--- src/hw/spmp_pkg.sv ---
// package of register map, field positions and timing constants for the serial port
package spmp_pkg;
  // register offsets on the plain register port
  localparam logic [7:0] SPMP_ADDR_DATA   = 8'h21;
  localparam logic [7:0] SPMP_ADDR_CTRL   = 8'h22;
  localparam logic [7:0] SPMP_ADDR_STATUS = 8'h23;
  // control register field positions
  localparam int SPMP_CR_IRQ_EN  = 7;
  localparam int SPMP_CR_PIN_EN  = 6;
  localparam int SPMP_CR_RATE_HI = 5;
  localparam int SPMP_CR_MASTER  = 4;
  localparam int SPMP_CR_IDLE    = 3;
  localparam int SPMP_CR_PHASE   = 2;
  localparam int SPMP_CR_RATE_LO = 0;
  // status register field positions
  localparam int SPMP_SR_DONE  = 7;
  localparam int SPMP_SR_WRITE_COLLISION_FLAG  = 6;
  localparam int SPMP_SR_MODE_FAULT_FLAG  = 4;
  // reset values
  localparam logic [7:0] SPMP_CTRL_RST   = 8'h00;
  localparam logic [7:0] SPMP_STATUS_RST = 8'h00;
  // byte length and half-period counter width
  localparam int SPMP_BITS     = 8;
  localparam int SPMP_DIV_W    = 7;
  // rate codes {high, low[1:0]} mapped to full serial clock periods in cpu clocks
  localparam logic [2:0] SPMP_RATE_4   = 3'h4;
  localparam logic [2:0] SPMP_RATE_8   = 3'h0;
  localparam logic [2:0] SPMP_RATE_16  = 3'h1;
  localparam logic [2:0] SPMP_RATE_32  = 3'h6;
  localparam logic [2:0] SPMP_RATE_64  = 3'h2;
  localparam logic [2:0] SPMP_RATE_128 = 3'h3;
  localparam int SPMP_DIV_4   = 4;
  localparam int SPMP_DIV_8   = 8;
  localparam int SPMP_DIV_16  = 16;
  localparam int SPMP_DIV_32  = 32;
  localparam int SPMP_DIV_64  = 64;
  localparam int SPMP_DIV_128 = 128;
  // transfer states, entered for master and slave bytes alike
  typedef enum logic [1:0] {
    SPMP_IDLE  = 2'b00,
    SPMP_SHIFT = 2'b01
  } spmp_state_type;
endpackage : spmp_pkg

--- src/hw/spmp_port.sv ---
// byte-wide master/slave synchronous serial port with control, status and data registers
`timescale 1ns/10ps
`default_nettype none
module spmp_port
  import spmp_pkg::*;
(
  input  wire logic       I_SYS_CLK,
  input  wire logic       I_RST,
  input  wire logic [7:0] I_ADDR,
  input  wire logic [7:0] I_WDATA,
  input  wire logic       I_WR,
  input  wire logic       I_RD,
  output logic      [7:0] O_RDATA,
  output logic            O_IRQ,
  input  wire logic       I_SCK,
  output logic            O_SCK,
  output logic            O_SCK_OE_N,
  input  wire logic       I_MOSI,
  output logic            O_MOSI,
  output logic            O_MOSI_OE_N,
  input  wire logic       I_MISO,
  output logic            O_MISO,
  output logic            O_MISO_OE_N,
  input  wire logic       I_SS_N,
  output logic            O_PIN_FUNC
);
  typedef struct packed {
    logic [7:0]     ctrl;
    logic           done;
    logic           write_collision_flag;
    logic           mode_fault_flag;
    logic           sr_seen;     // status accessed while done was set
    logic           write_collision_flag_seen;   // status accessed while collision was set
    logic           mode_fault_flag_seen;   // status accessed while fault was set
    logic [7:0]     shift;
    logic [7:0]     rx_buf;
    logic [3:0]     edges;       // clock edges seen in this byte
    logic           busy;
    logic           sck;
    logic           out_bit;
    spmp_state_type state;
    logic [7:0]     rdata;
    logic           irq;
    logic           sck_oe_n;
    logic           mosi_oe_n;
    logic           miso_oe_n;
  } spmp_port_type;

  spmp_port_type st_reg;
  spmp_port_type st_next;

  logic       tick_w;
  logic       sck_lvl_w;
  logic       sck_rise_w;
  logic       sck_fall_w;
  logic       master_w;
  logic       enable_w;
  logic       idle_w;
  logic       phase_w;
  logic [2:0] rate_w;
  logic       rd_data_w;
  logic       wr_data_w;
  logic       wr_ctrl_w;
  logic       acc_stat_w;
  logic       in_bit_w;

  assign master_w = st_reg.ctrl[SPMP_CR_MASTER];
  assign enable_w = st_reg.ctrl[SPMP_CR_PIN_EN];
  assign idle_w   = st_reg.ctrl[SPMP_CR_IDLE];
  assign phase_w  = st_reg.ctrl[SPMP_CR_PHASE];
  assign rate_w   = {st_reg.ctrl[SPMP_CR_RATE_HI], st_reg.ctrl[SPMP_CR_RATE_LO +: 2]};

  // register port decode
  // a status write stores nothing but still counts as a status access
  assign rd_data_w  = I_RD && (I_ADDR == SPMP_ADDR_DATA);
  assign wr_data_w  = I_WR && (I_ADDR == SPMP_ADDR_DATA);
  assign wr_ctrl_w  = I_WR && (I_ADDR == SPMP_ADDR_CTRL);
  assign acc_stat_w = (I_RD || I_WR) && (I_ADDR == SPMP_ADDR_STATUS);

  // data in comes from the opposite pin in each mode
  assign in_bit_w = master_w ? I_MISO : I_MOSI;

  // serial clock half periods only while a master byte runs
  spmp_clkdiv u_div (
    .i_clk  (I_SYS_CLK),
    .i_rst  (I_RST),
    .i_run  ((st_reg.state == SPMP_SHIFT) && master_w),
    .i_rate (rate_w),
    .o_tick (tick_w)
  );

  // external clock edges for slave mode
  spmp_edge u_sck (
    .i_clk   (I_SYS_CLK),
    .i_rst   (I_RST),
    .i_sig   (I_SCK),
    .o_level (sck_lvl_w),
    .o_rise  (sck_rise_w),
    .o_fall  (sck_fall_w)
  );

  // main port state update
  always_comb begin
    logic ev_edge;
    logic leading;
    logic capture;
    logic [3:0] edges_n;
    logic [7:0] cw;
    ev_edge = 1'b0;
    leading = 1'b0;
    capture = 1'b0;
    edges_n = '0;
    cw      = I_WDATA;
    st_next = st_reg;

    // control write: fault blocks setting enable and master outside the clearing step
    if (wr_ctrl_w) begin
      if (st_reg.mode_fault_flag && !st_reg.mode_fault_flag_seen) begin
        cw[SPMP_CR_PIN_EN] = 1'b0;
        cw[SPMP_CR_MASTER] = 1'b0;
      end
      st_next.ctrl = cw;
      if (st_reg.mode_fault_flag_seen) begin
        st_next.mode_fault_flag      = 1'b0;
        st_next.mode_fault_flag_seen = 1'b0;
      end
    end

    // status access arms the clearing sequences
    if (acc_stat_w) begin
      st_next.sr_seen   = st_reg.done;
      st_next.write_collision_flag_seen = st_reg.write_collision_flag;
      if (st_reg.mode_fault_flag) begin
        st_next.mode_fault_flag_seen = 1'b1;
      end
    end

    // data access completes done and collision clearing
    if ((rd_data_w || wr_data_w) && st_reg.sr_seen) begin
      st_next.done    = 1'b0;
      st_next.sr_seen = 1'b0;
    end
    if ((rd_data_w || wr_data_w) && st_reg.write_collision_flag_seen) begin
      st_next.write_collision_flag      = 1'b0;
      st_next.write_collision_flag_seen = 1'b0;
    end

    // data write: ignored while done, collides while busy, else loads shifter
    // an enabled slave with select low has its shifter frozen, so the write collides
    if (wr_data_w && !st_reg.done) begin
      if (st_reg.busy || (!master_w && !I_SS_N && enable_w)) begin
        st_next.write_collision_flag = 1'b1;
      end else begin
        st_next.shift   = I_WDATA;
        st_next.out_bit = I_WDATA[SPMP_BITS-1];
        st_next.edges   = '0;
        if (master_w && enable_w) begin
          st_next.busy = 1'b1;
        end
      end
    end

    // clock edge for this cycle
    if (enable_w && master_w && st_reg.busy && tick_w) begin
      ev_edge     = 1'b1;
      st_next.sck = ~st_reg.sck;
    end else if (enable_w && !master_w && !I_SS_N && (sck_rise_w || sck_fall_w)) begin
      ev_edge = 1'b1;
    end
    // slave stays busy from its first edge until the byte ends or select rises
    if (!master_w) begin
      st_next.busy = !I_SS_N && enable_w && (st_reg.edges != 4'h0);
    end

    // leading edge leaves idle level; capture on first or second transition
    if (ev_edge) begin
      leading = master_w ? (st_reg.sck == idle_w) : (sck_lvl_w == idle_w);
      capture = (leading != phase_w);
      edges_n = st_reg.edges + 4'h1;
      st_next.edges = edges_n;
      if (!master_w) begin
        st_next.busy = 1'b1;
      end
      if (capture) begin
        st_next.shift = {st_reg.shift[SPMP_BITS-2:0], in_bit_w};
      end else if (phase_w || st_reg.edges != 4'h0) begin
        st_next.out_bit = st_reg.shift[SPMP_BITS-1];
      end
      if (st_reg.edges == 4'(2 * SPMP_BITS - 1)) begin
        st_next.done   = 1'b1;
        // on phase 0 the last edge only launches, so the shifter already holds the byte
        st_next.rx_buf = st_next.shift;
        st_next.busy   = 1'b0;
        st_next.edges  = '0;
        st_next.sck    = idle_w;
      end
    end
    if (!master_w && I_SS_N) begin
      st_next.edges = '0; // slave byte restarts on each select
    end
    if (!st_reg.busy && master_w) begin
      st_next.sck = idle_w;
    end

    // fault: select low in master mode drops enable and master
    // the fault is raised once: dropping master ends the condition from the next cycle on
    if (master_w && enable_w && !I_SS_N) begin
      st_next.mode_fault_flag                   = 1'b1;
      st_next.ctrl[SPMP_CR_PIN_EN]   = 1'b0;
      st_next.ctrl[SPMP_CR_MASTER]   = 1'b0;
      st_next.busy                   = 1'b0;
      st_next.edges                  = '0;
    end

    // sequencer state: shift while a byte runs, idle otherwise
    unique case (st_reg.state)
      SPMP_IDLE: begin
        if (st_next.busy) begin
          st_next.state = SPMP_SHIFT;
        end
      end
      SPMP_SHIFT: begin
        if (!st_next.busy) begin
          st_next.state = SPMP_IDLE;
        end
      end
      default: begin
        st_next.state = SPMP_IDLE; // unused codes fall back to idle
      end
    endcase

    // read data one cycle later; reads have no side effect beyond flag sequences
    st_next.rdata = 8'h00;
    if (I_RD) begin
      unique case (I_ADDR)
        SPMP_ADDR_DATA:   st_next.rdata = st_reg.rx_buf;
        SPMP_ADDR_CTRL:   st_next.rdata = st_reg.ctrl;
        SPMP_ADDR_STATUS: begin
          st_next.rdata[SPMP_SR_DONE] = st_reg.done;
          st_next.rdata[SPMP_SR_WRITE_COLLISION_FLAG] = st_reg.write_collision_flag;
          st_next.rdata[SPMP_SR_MODE_FAULT_FLAG] = st_reg.mode_fault_flag;
        end
        default:          st_next.rdata = 8'h00;
      endcase
    end

    // interrupt from done or fault only, collision excluded
    st_next.irq = st_next.ctrl[SPMP_CR_IRQ_EN] && (st_next.done || st_next.mode_fault_flag);

    // pin directions; enables are active low
    st_next.sck_oe_n  = !(st_next.ctrl[SPMP_CR_PIN_EN] && st_next.ctrl[SPMP_CR_MASTER]);
    st_next.mosi_oe_n = !(st_next.ctrl[SPMP_CR_PIN_EN] && st_next.ctrl[SPMP_CR_MASTER]);
    st_next.miso_oe_n = !(st_next.ctrl[SPMP_CR_PIN_EN] && !st_next.ctrl[SPMP_CR_MASTER]
                          && !I_SS_N);
  end

  // low control nibble is documented as unknown; zero keeps simulation clean
  always_ff @(posedge I_SYS_CLK or posedge I_RST) begin
    if (I_RST) begin
      st_reg       <= '0;
      st_reg.ctrl  <= SPMP_CTRL_RST;
      st_reg.state <= SPMP_IDLE;
      st_reg.sck_oe_n  <= 1'b1;
      st_reg.mosi_oe_n <= 1'b1;
      st_reg.miso_oe_n <= 1'b1;
    end else begin
      st_reg <= st_next;
    end
  end

  assign O_RDATA     = st_reg.rdata;
  assign O_IRQ       = st_reg.irq;
  assign O_SCK       = st_reg.sck;
  assign O_SCK_OE_N  = st_reg.sck_oe_n;
  assign O_MOSI      = st_reg.out_bit;
  assign O_MOSI_OE_N = st_reg.mosi_oe_n;
  assign O_MISO      = st_reg.out_bit;
  assign O_MISO_OE_N = st_reg.miso_oe_n;
  assign O_PIN_FUNC  = st_reg.ctrl[SPMP_CR_PIN_EN];
endmodule : spmp_port
`default_nettype wire

--- src/hw/spmp_clkdiv.sv ---
// serial clock divider: one-cycle pulse each half period of the chosen rate
`timescale 1ns/10ps
`default_nettype none
module spmp_clkdiv
  import spmp_pkg::*;
(
  input  wire logic       i_clk,
  input  wire logic       i_rst,
  input  wire logic       i_run,
  input  wire logic [2:0] i_rate,
  output logic            o_tick
);
  typedef struct packed {
    logic [SPMP_DIV_W-1:0] cnt;
    logic                  tick;
  } spmp_div_type;

  spmp_div_type div_reg;
  spmp_div_type div_next;
  logic [SPMP_DIV_W-1:0] half_w;

  // half period from the six legal codes; the two unused codes fall back to the slowest
  always_comb begin
    unique case (i_rate)
      SPMP_RATE_4:   half_w = SPMP_DIV_W'(SPMP_DIV_4 / 2);
      SPMP_RATE_8:   half_w = SPMP_DIV_W'(SPMP_DIV_8 / 2);
      SPMP_RATE_16:  half_w = SPMP_DIV_W'(SPMP_DIV_16 / 2);
      SPMP_RATE_32:  half_w = SPMP_DIV_W'(SPMP_DIV_32 / 2);
      SPMP_RATE_64:  half_w = SPMP_DIV_W'(SPMP_DIV_64 / 2);
      SPMP_RATE_128: half_w = SPMP_DIV_W'(SPMP_DIV_128 / 2);
      default:       half_w = SPMP_DIV_W'(SPMP_DIV_128 / 2);
    endcase
  end

  // counter restarts whenever no transfer runs so the first half period is full
  always_comb begin
    div_next      = div_reg;
    div_next.tick = 1'b0;
    if (!i_run) begin
      div_next.cnt = '0;
    end else if (div_reg.cnt == half_w - SPMP_DIV_W'(1)) begin
      div_next.cnt  = '0;
      div_next.tick = 1'b1;
    end else begin
      div_next.cnt = div_reg.cnt + SPMP_DIV_W'(1);
    end
  end

  always_ff @(posedge i_clk or posedge i_rst) begin
    if (i_rst) begin
      div_reg <= '0;
    end else begin
      div_reg <= div_next;
    end
  end

  assign o_tick = div_reg.tick;
endmodule : spmp_clkdiv
`default_nettype wire

--- src/hw/spmp_edge.sv ---
// edge detector on a synchronous pin input
`timescale 1ns/10ps
`default_nettype none
module spmp_edge (
  input  wire logic i_clk,
  input  wire logic i_rst,
  input  wire logic i_sig,
  output logic      o_level,
  output logic      o_rise,
  output logic      o_fall
);
  typedef struct packed {
    logic last;
  } spmp_edge_type;

  spmp_edge_type edge_reg;
  spmp_edge_type edge_next;

  // remember the previous sample
  always_comb begin
    edge_next      = edge_reg;
    edge_next.last = i_sig;
  end

  always_ff @(posedge i_clk or posedge i_rst) begin
    if (i_rst) begin
      edge_reg <= '0;
    end else begin
      edge_reg <= edge_next;
    end
  end

  assign o_level = edge_reg.last;
  assign o_rise  = i_sig & ~edge_reg.last;
  assign o_fall  = ~i_sig & edge_reg.last;
endmodule : spmp_edge
`default_nettype wire

--- config.mk ---
export PLATFORM = sky130hd
export DESIGN_NAME = spmp_port
export DESIGN_NICKNAME = d
export VERILOG_FILES = /design/src/hw/spmp_pkg.sv /design/src/hw/spmp_port.sv /design/src/hw/spmp_clkdiv.sv /design/src/hw/spmp_edge.sv
export SDC_FILE = /design/constraint.sdc
export NUM_CORES = 1
export LEC_CHECK = 0
export ABC_AREA = 1
export BUFFER_PORTS_ARGS = -buffer_cell sky130_fd_sc_hd__buf_2
export CAP_MARGIN = 40
export CORE_MARGIN = 3
export CORE_UTILIZATION = 45
export CTS_CLUSTER_DIAMETER = 200
export DETAILED_ROUTE_END_ITERATION = 8
export PLACE_DENSITY_LB_ADDON = 0.3
export REMOVE_ABC_BUFFERS = 1
export SLEW_MARGIN = 0
export SYNTH_ARGS = -nofsm -noshare
export SYNTH_HDL_FRONTEND = slang
export SYNTH_SLANG_ARGS = --single-unit
--- constraint.sdc ---
create_clock -name I_SYS_CLK -period 5.3 [get_ports I_SYS_CLK]
set_input_delay 0.53 -clock I_SYS_CLK [delete_from_list [all_inputs] [get_ports I_SYS_CLK]]
set_output_delay 0.53 -clock I_SYS_CLK [all_outputs]
set_load 0.01 [all_outputs]
==> results of run 1 <==
per-stage QoR:
stage,instances,instance area [um^2],setup slack (ns),hold slack (ns)
6_report,516,3535,3.229,0.3257
4_1_cts,516,3535,3.210,0.3068
3_3_place_gp,500,3283,3.087,0.4708
2_1_floorplan,383,2984,3.345,0.4494
3_5_place_dp,500,3283,3.094,0.4690
5_1_grt,516,3535,3.016,0.3047
cell usage after synthesis, drive strengths merged, types with 2 or more instances:
cell / count
a21oi: 10
a31oi: 3
buf: 17
dfrtp: 56
dfstp: 2
ha: 4
inv: 44
nand2: 122
nand3: 52
nand4: 11
nor2: 26
nor3: 9
o21a: 2
o21ai: 22
or2: 10
xnor2: 3
xor2: 4
cells by family after synthesis:
| group | synth area share, % |
|---|---|
| XOR/XNOR | 1.967 |
| buffers and inverters | 9.554 |
| AO/OA/AOI/OAI | 6.824 |
| adder cells (fa/ha/maj) | 1.606 |
| AND/OR/NAND/NOR | 33.40 |
| flip-flops | 46.65 |
worst max-delay path: cells and delay by family (launching register included):
kind                       cells  cell delay (ns)
DFF                            1             0.43
buffers and inverters          2             0.12
and+or+nand+nor                5             0.96
adders and majority gates      1             0.31
AOI/OAI and AO/OA              1             0.14
per-layer routing:
layer	wire length (um)	vias up	track usage, %	part of all wire (%)
met2	3169	76	29.60	45
met1	3470	1227	27.58	49
met4	102	0	9.472	1.4
li1	-	1352	-	-
met5	0	-	0	0
met3	356	9	4.240	5.0
layout make-up:
cell class                 instances  share of cell area, %
multi-input combinational        281                  38.62
clock buffer                      11                  4.283
timing repair buffer              40                  5.735
inverter                          44                  4.673
tap                               77                  2.726
clock inverter                     5                  2.832
sequential                        58                  41.13
how the worst max path moves through the flow:
stage                                      from                          to  slack, ns  cells past startpoint
after CTS                 rate_w[1]$_DFFE_PP0N_  u_div.div_reg[4]$_DFF_PP0_       3.21                      9
after global placement                     I_WR        st_reg[31]$_DFF_PP0_       3.09                      8
final                     rate_w[1]$_DFFE_PP0N_  u_div.div_reg[4]$_DFF_PP0_       3.23                      9
after floorplan                           I_RST             O_IRQ$_DFF_PP0_       3.35                      1
after global routing      rate_w[1]$_DFFE_PP0N_  u_div.div_reg[4]$_DFF_PP0_       3.02                      9
after detailed placement                   I_WR        st_reg[34]$_DFF_PP0_       3.09                      8
power by group:
group          internal (W)  switching [W]
logic              0.000105       0.000181
registers          0.000497      0.0000432
clock network      0.000336       0.000175
==> metrics.yaml, run 1 <==
outcome:
  outcome: "completed"
worst_setup_path:
  crit_fanout: 7
  critPathMaxStageDelay_ns: 0.43
  reg2regPathDepth: 9
  cp-start-kind: "register"
  crit_type: "register to register"
  required_ns: 5.53
  reg2reg_slack_ns: 3.23
  end_kind: "register"
  r2r-start: "rate_w[1]$_DFFE_PP0N_"
  crit_chain: "nor3_1 > inv_1 > ha_1 > a21oi_1 > nand2_1 > nor3_1 > nand3_1 > nand3_1 > inv_1"
  r2r_end: "u_div.div_reg[4]$_DFF_PP0_"
  worst_ep_arrival_time_ns: 2.30
  cp_slowest_cell: "dfrtp_1"
yosys:
  synth_edf_count: 0
  syn_inst: 401
  seq_area_frac_synth_pct: 46.65
  netlist.area_leader.share_pct: 44.96
  synth_seq_cells: 58
  synth_top_cell_by_area: "dfrtp_1"
  yosys-top-cells-area: "dfrtp_1 45%, nand2_1 14%, nand3_1 7.9%"
  ys.flop_type: "dfrtp_1"
  ys_types: 31
  async_reset_ff_share_pct: 100.0
  yosysWarningCount: 0
  synth_area_um2: 3117
  avgSynthCellArea_um2: 7.772
min_path:
  whs_path_depth: 1
  hp-class: "input port to register"
  min_to: "u_sck.o_level$_DFF_PP0_"
  hp-start: "I_SCK"
detailed_routing:
  dr.pass1.iters: 4
  vias: 2664
  drc: 0
  drtIter0Drc: 203
  routedWlPerCell_um: 13.76
  antenna_left: 0
  drt_wl_total_um: 7098
  vias_per_cell: 5.163
clock_network:
  cts_made_buffers: 9
  clockBufferDepth: 2
  post_cts_buffers: 0
  holdBufCountCts: 0
  cts_tree: "done"
  clock_latency_ns: 0.34
  clk_pin_slew_ns: 0.07
  cts_root_buf: "clkbuf_8"
  h-tree-depth: 3
  cts.sinks: 58
  ctsResizeCount: 0
die:
  coreArea_um2: 6531
  io_pins: 40
  start_util_pct: 47.72
  fp.dieArea_um2: 7961
  die_h_um: 89.23
  rows: 29
  die_w_um: 89.23
global_routing:
  grt_start_max_net_pins: 59
  antenna_found_initial: 0
  grt-ovfl-total: 0
  grt_pass1_wl_um: 11860
  grt_pass1_vias: 2522
  grt_use_total_pct: 19.85
job:
  drv_cap: 0
sta:
  tns_ns: 0
  maxSlewHeadroom_pct: 45.42
  rsz0062_at_grt: "false"
  period_minus_slack_ns: 2.071
  worstMarginPinSlew_ns: 0.8156
  fin_crit_sh_pct: 39.07
  finalSetupViolCount: 0
  hold_viol: 0
  fmax_ghz: 0.4829
  drv_slew: 0
  fin_worst_skew_ns: 0.006514
placed_design:
  gp_congestion: 0.8690
  hpwl_um: 5105
  io_buffers: 39
cells_and_area:
  seqCellArea_um2: 1454
  final_util_pct: 54.12
  layout_common_cells: "120 x nand2_1, 56 x dfrtp_1, 49 x nand3_1"
  nNetsFinal: 462
  n_fill_cell: 617
  antenna_cells: 0
  mostFrequentLayoutCell: "nand2_1"
  area_delta_synth_final_pct: 13.41
  drive_above_1_share_pct: 18.68
  largest_reg_flops: 29
  multi_input_area_um2: 1365
power_and_ir_drop:
  power.density_nw_per_um2: 378.4
  power_w: 0.001338
  vdd_drop_max_mv: 0.2293
  p_leak_nw: 1.905
Note: power is estimated with default switching activity, not from simulation.
==> run 2: changes to the inputs <==
==> constraint.sdc (replaced) <==
create_clock -name I_SYS_CLK -period 2 [get_ports I_SYS_CLK]
set_input_delay 0.2 -clock I_SYS_CLK [delete_from_list [all_inputs] [get_ports I_SYS_CLK]]
set_output_delay 0.2 -clock I_SYS_CLK [all_outputs]
set_load 0.01 [all_outputs]
==> run 2 against run 1 <==
Utilization rose by 1.2 points; highest routed layer unchanged; total power rose to 2.6 times the previous value; critical path type unchanged; largest power group unchanged; first-iteration DRC count fell by 27%; worst hold slack got worse by 0.24 ns.
==> metrics.yaml, run 2 (same netlist as run 1, synthesis figures left out) <==
outcome:
  outcome: "completed"
detailed_routing:
  drt_wl_total_um: 7369  # +3.8%
  antenna_left: 0  # unchanged
  drtIter0Drc: 149  # -27%
  routedWlPerCell_um: 14.01  # +1.8%
  vias: 2729  # +2.4%
  vias_per_cell: 5.188  # +0.49%
  drc: 0  # unchanged
  dr.pass1.iters: 4  # unchanged
worst_setup_path:
  crit_fanout: 7  # unchanged
  reg2regPathDepth: 9  # unchanged
  required_ns: 2.24  # -3.29 ns
  cp-startpoint: "rate_w[0]$_DFFE_PP0N_"
  cp-start-kind: "register"
  worst_ep_arrival_time_ns: 2.09  # -0.21 ns
  r2r-start: "rate_w[0]$_DFFE_PP0N_"
  crit_type: "register to register"
  end_kind: "register"
min_path:
  whs_path_depth: 3  # +2
  hp-start: "I_WDATA[2]"
  hp-class: "input port to register"
clock_network:
  h-tree-depth: 3  # unchanged
  clockBufferDepth: 2  # unchanged
  cts_made_buffers: 9  # unchanged
  clk_pin_slew_ns: 0.07  # about the same
  cts_root_buf: "clkbuf_8"
  cts_tree: "done"
  post_cts_buffers: 0  # unchanged
  cts.sinks: 58  # unchanged
  clock_latency_ns: 0.34  # about the same
cells_and_area:
  antenna_cells: 0  # unchanged
  seqCellArea_um2: 1454  # unchanged
  nNetsFinal: 472  # +2.2%
  drive_above_1_share_pct: 20.71  # +2.0 points
  largest_reg_flops: 29  # unchanged
  n_fill_cell: 634  # +2.8%
  mostFrequentLayoutCell: "nand2_1"
  final_util_pct: 55.36  # +1.2 points
  multi_input_area_um2: 1380  # +1.1%
  layout_common_cells: "120 x nand2_1, 56 x dfrtp_1, 48 x nand3_1"
  area_delta_synth_final_pct: 16.02
global_routing:
  grt_pass1_wl_um: 12360  # +4.2%
  grt_pass1_vias: 2711  # +7.5%
  grt_use_total_pct: 20.59  # +0.74 points
  grt_start_max_net_pins: 51  # -14%
  antenna_found_initial: 0  # unchanged
  grt-ovfl-total: 0  # unchanged
sta:
  rsz0062_at_grt: "false"
  maxSlewHeadroom_pct: 78.38  # +33 points
  fin_crit_sh_pct: 92.58  # +54 points
  hold_viol: 0  # unchanged
  drv_slew: 0  # unchanged
  worstMarginPinSlew_ns: 0.3236  # -0.4920 ns
  fmax_ghz: 0.5401  # +12%
  period_minus_slack_ns: 1.852  # -0.2191 ns
  worst_hold_slack_ns: 0.08289  # -0.2428 ns
  fin_worst_skew_ns: 0.008328  # +0.001814 ns
  finalSetupViolCount: 0  # unchanged
die:
  fp.dieArea_um2: 7961  # unchanged
  die_h_um: 89.23  # unchanged
  io_pins: 40  # unchanged
  die_w_um: 89.23  # unchanged
  coreArea_um2: 6531  # unchanged
  rows: 29  # unchanged
  start_util_pct: 47.72  # unchanged
power_and_ir_drop:
  power.density_nw_per_um2: 950.5  # +150%
  vdd_drop_max_mv: 0.5431  # +140%
  p_leak_nw: 1.938  # +1.7%
placed_design:
  io_buffers: 39  # unchanged
  hpwl_um: 5530  # +8.3%
  gp_congestion: 0.8591  # -1.1%
job:
  drv_cap: 0  # unchanged
==> run 2: what timing repair did <==
item,CTS,global route
setup endpoints to repair,6,7
endpoints found under the hold margin,9,0
hold buffers,2,0
resized for setup,2,1
pin swaps,1,2
==> run 2: cell type report <==
| type | count | share of cell area (%) |
|---|---|---|
| multi-input cells | 281 | 38.17 |
| clock inverters | 7 | 2.803 |
| repair buffers | 50 | 8.166 |
| clock buffers | 9 | 3.426 |
| flip-flops and latches | 58 | 40.21 |
| inverters | 44 | 4.567 |
| well taps | 77 | 2.664 |
==> run 2: power by group <==
part           switching [W]  internal [W]  total [W]
registers           0.000101       0.00132    0.00142
logic               0.000503      0.000300   0.000802
clock network       0.000507      0.000711    0.00122
total                0.00111       0.00233    0.00344
==> run 2: critical path, stage by stage, from the launching register on <==
cell and delay, ns:
dfrtp_1 0.43, nor3_2 0.19, inv_1 0.06, ha_1 0.30, a21oi_1 0.15, nand2_1 0.10
nor3_2 0.16, nand3_2 0.19, nand3_1 0.12, inv_1 0.05
==> run 2: per-stage QoR <==
stage / setup slack [ns] / setup TNS, ns / power [W] / std cells / instance area, um^2
after CTS: 0.06502 / 0 / 0.003472 / 526 / 3611
after detailed placement: -0.04517 / -0.1429 / 0.002225 / 508 / 3356
after global routing: 0.02814 / 0 / 0.003644 / 526 / 3616
after global placement: 0.1282 / 0 / 0.002202 / 508 / 3356
after floorplan: 0.2023 / 0 / 0.001979 / 383 / 2984
final: 0.1484 / 0 / 0.003437 / 526 / 3616
==> run 2: path summary, 6_finish.rpt <==
check,slack (ns),end
setup reg to reg,0.15,u_div.div_reg[4]$_DFF_PP0_
setup / recovery,0.15,u_div.div_reg[4]$_DFF_PP0_
max in group asynchronous,1.12,O_MOSI_OE_N$_DFF_PP1_
hold / removal,0.08,phase_w$_DFFE_PP0N_
hold reg to reg,0.49,st_reg[22]$_DFFE_PP0P_
min in group asynchronous,0.30,O_RDATA[1]$_DFF_PP0_
==> run 2: routing by layer <==
metal / wire length, um / share of wire [%] / vias up / track usage (%)
met3: 474 / 6.4 / 15 / 5.714
met5: 0 / 0 / - / 0
met4: 131 / 1.8 / 0 / 7.984
met1: 3364 / 46 / 1255 / 27.25
met2: 3398 / 46 / 88 / 32.22
li1: - / - / 1371 / -
==> run 3: changes to the inputs <==
--- a/config.mk
+++ b/config.mk
@@ -7,7 +7,7 @@
 export LEC_CHECK = 0
 export ABC_AREA = 1
 export BUFFER_PORTS_ARGS = -buffer_cell sky130_fd_sc_hd__buf_2
-export CAP_MARGIN = 40
+export CAP_MARGIN = 10
 export CORE_MARGIN = 3
 export CORE_UTILIZATION = 45
 export CTS_CLUSTER_DIAMETER = 200
==> constraint.sdc (replaced) <==
create_clock -name I_SYS_CLK -period 2.35 [get_ports I_SYS_CLK]
set_input_delay 0.235 -clock I_SYS_CLK [delete_from_list [all_inputs] [get_ports I_SYS_CLK]]
set_output_delay 0.235 -clock I_SYS_CLK [all_outputs]
set_load 0.01 [all_outputs]
==> run 3 against run 2 <==
Global-route usage shrank 0.38 points; clock skew fell by 0.00079 ns; highest routed layer unchanged; clock power fell by 8%.
==> metrics.yaml, run 3 (same netlist as run 1, synthesis figures left out) <==
power_and_ir_drop:
  power.density_nw_per_um2: 840.9  # -12%
  switching_share_pct: 31.13  # -1.2 points
  vdd_drop_max_mv: 0.4760  # -12%
  power.net_switching_w: 0.0009323  # -16%
  p_leak_nw: 1.912  # -1.3%
  p_comb_share_pct: 21.9  # -1.4 points
  internal_power_w: 0.002063  # -11%
  seq_power_share_pct: 40.5  # -0.7 points
  clkPwrFrac_pct: 37.5  # +2.1 points
cells_and_area:
  mostFrequentLayoutCell: "nand2_1"
  multi_input_area_um2: 1365  # -1.1%
  nNetsFinal: 467  # -1.1%
  seqCellArea_um2: 1454  # unchanged
  n_fill_cell: 640  # +0.95%
  largest_reg_flops: 29  # unchanged
  final_util_pct: 54.54  # -0.82 points
  area_delta_synth_final_pct: 14.29
  layout_common_cells: "120 x nand2_1, 56 x dfrtp_1, 49 x nand3_1"
  drive_above_1_share_pct: 19.59  # -1.1 points
  antenna_cells: 0  # unchanged
worst_setup_path:
  crit_fanout: 7  # unchanged
  r2r_end: "u_div.div_reg[5]$_DFF_PP0_"
  end_kind: "register"
  reg2regPathDepth: 9  # unchanged
  required_ns: 2.58  # +0.34 ns
  cp-start-kind: "register"
  r2r-start: "rate_w[0]$_DFFE_PP0N_"
  worst_ep_arrival_time_ns: 2.27  # +0.18 ns
  crit_type: "register to register"
  reg2reg_slack_ns: 0.31  # +0.16 ns
sta:
  fmax_ghz: 0.4903  # -9.2%
  worstMarginPinSlew_ns: 0.8501  # +0.5265 ns
  fin_worst_skew_ns: 0.007536  # -0.0007915 ns
  fin_crit_sh_pct: 86.79  # -5.8 points
  period_minus_slack_ns: 2.040  # +0.1880 ns
  finalSetupViolCount: 0  # unchanged
  drv_slew: 0  # unchanged
  hold_viol: 0  # unchanged
  maxSlewHeadroom_pct: 43.24  # -35 points
  rsz0062_at_grt: "false"
  tns_ns: 0  # unchanged
die:
  coreArea_um2: 6531  # unchanged
  die_h_um: 89.23  # unchanged
  start_util_pct: 47.72  # unchanged
  io_pins: 40  # unchanged
  die_w_um: 89.23  # unchanged
  rows: 29  # unchanged
  fp.dieArea_um2: 7961  # unchanged
clock_network:
  holdBufCountCts: 0  # -2
  clk_pin_slew_ns: 0.07  # about the same
  clockBufferDepth: 2  # unchanged
  cts_tree: "done"
  cts_made_buffers: 9  # unchanged
  clock_latency_ns: 0.34  # about the same
  cts.sinks: 58  # unchanged
  h-tree-depth: 3  # unchanged
  post_cts_buffers: 0  # unchanged
  cts_root_buf: "clkbuf_8"
  ctsResizeCount: 0  # -2
detailed_routing:
  antenna_left: 0  # unchanged
  routedWlPerCell_um: 13.96  # -0.36%
  vias_per_cell: 5.250  # +1.2%
  drt_wl_total_um: 7273  # -1.3%
  dr.pass1.iters: 5  # +1
  drtIter0Drc: 194  # +30%
  drc: 0  # unchanged
  vias: 2735  # +0.22%
global_routing:
  antenna_found_initial: 0  # unchanged
  grt_start_max_net_pins: 41  # -20%
  grt-ovfl-total: 0  # unchanged
  grtUsageMet3_pct: 3.687  # -2.0 points
  grt_use_total_pct: 20.21  # -0.38 points
  use_met2_pct: 32.55  # +0.33 points
  grt_use_met1_pct: 26.96  # -0.29 points
  grt-busiest-layer: "met2"
  grt_pass1_wl_um: 12190  # -1.3%
  grt_pass1_vias: 2601  # -4.1%
placed_design:
  gp_congestion: 0.8610  # +0.22%
  hpwl_um: 5374  # -2.8%
  io_buffers: 39  # unchanged
min_path:
  min_to: "u_sck.o_level$_DFF_PP0_"
  hp-class: "input port to register"
  hp-start: "I_SCK"
  whs_path_depth: 1  # -2
job:
  drv_cap: 0  # unchanged
outcome:
  outcome: "completed"
-- run 3: cell count changes in the layout (fill, tap and decap cells not counted) --
| cell | before | now |
|---|---|---|
| nor3_1 | 6 | 8 |
| nor3_2 | 3 | 1 |
| nand3_2 | 4 | 3 |
| clkinvlp_4 | 2 | 3 |
| inv_6 | 2 | 0 |
| clkinv_4 | 1 | 0 |
| bufinv_16 | 2 | 3 |
| dlygate4sd3_1 | 2 | 0 |
| buf_12 | 1 | 0 |
| nand3_1 | 48 | 49 |
| clkinv_2 | 0 | 1 |
| buf_4 | 8 | 6 |
-- run 3: power by group through the flow --
stage | logic, W | clock network [W] | registers (W)
after floorplan | 0.000457 | 0 | 0.00123
after global placement | 0.000634 | 0 | 0.00123
after detailed placement | 0.000651 | 0 | 0.00123
after CTS | 0.000656 | 0.00114 | 0.00122
after global routing | 0.000745 | 0.00118 | 0.00123
final | 0.000657 | 0.00112 | 0.00121
-- run 3: worst max path at each step --
| stage | cells past startpoint | end | from | slack, ns |
|---|---|---|---|---|
| after floorplan | 9 | u_div.div_reg[3]$_DFF_PP0_ | rate_w[1]$_DFFE_PP0N_ | 0.55 |
| after global placement | 9 | u_div.div_reg[5]$_DFF_PP0_ | rate_w[0]$_DFFE_PP0N_ | 0.41 |
| after detailed placement | 9 | u_div.div_reg[5]$_DFF_PP0_ | rate_w[0]$_DFFE_PP0N_ | 0.34 |
| after CTS | 9 | u_div.div_reg[3]$_DFF_PP0_ | rate_w[0]$_DFFE_PP0N_ | 0.31 |
| after global routing | 9 | u_div.div_reg[4]$_DFF_PP0_ | rate_w[1]$_DFFE_PP0N_ | 0.06 |
| final | 9 | u_div.div_reg[5]$_DFF_PP0_ | rate_w[0]$_DFFE_PP0N_ | 0.31 |
-- run 3: final cells by class --
cell class / instances / area share [%]
clock buffers: 9 / 3.477
clock inverters: 7 / 3.302
inverters: 44 / 4.636
multi-input cells: 281 / 38.32
flip-flops and latches: 58 / 40.81
well taps: 77 / 2.705
repair buffers: 45 / 6.744
-- run 3: worst max-delay path, cell delays in order (launching register included) --
cell     delay [ns]
dfrtp_1        0.42
nor3_1         0.32
inv_1          0.09
ha_1           0.31
a21oi_1        0.14
nand2_1        0.07
nor3_1         0.16
nand3_1        0.24
nand3_1        0.14
inv_1          0.04
-- run 3: stage by stage --
step                      hold WS, ns  area (um^2)  instances  power [W]  setup slack (ns)
after CTS                     0.02847         3562        521   0.003016            0.3144
after global placement         0.3703         3321        505   0.001861            0.4083
final                         0.03846         3562        521   0.002995            0.3104
after detailed placement       0.3758         3321        505   0.001885            0.3364
after global routing          0.02490         3562        521   0.003161           0.05747
after floorplan                0.2664         2984        383   0.001685            0.5523
-- run 3: per-layer routing --
layer	up-vias	share of wire (%)
met4	0	2.6
li1	1364	-
met2	88	45
met1	1263	46
met5	-	0
met3	20	5.9
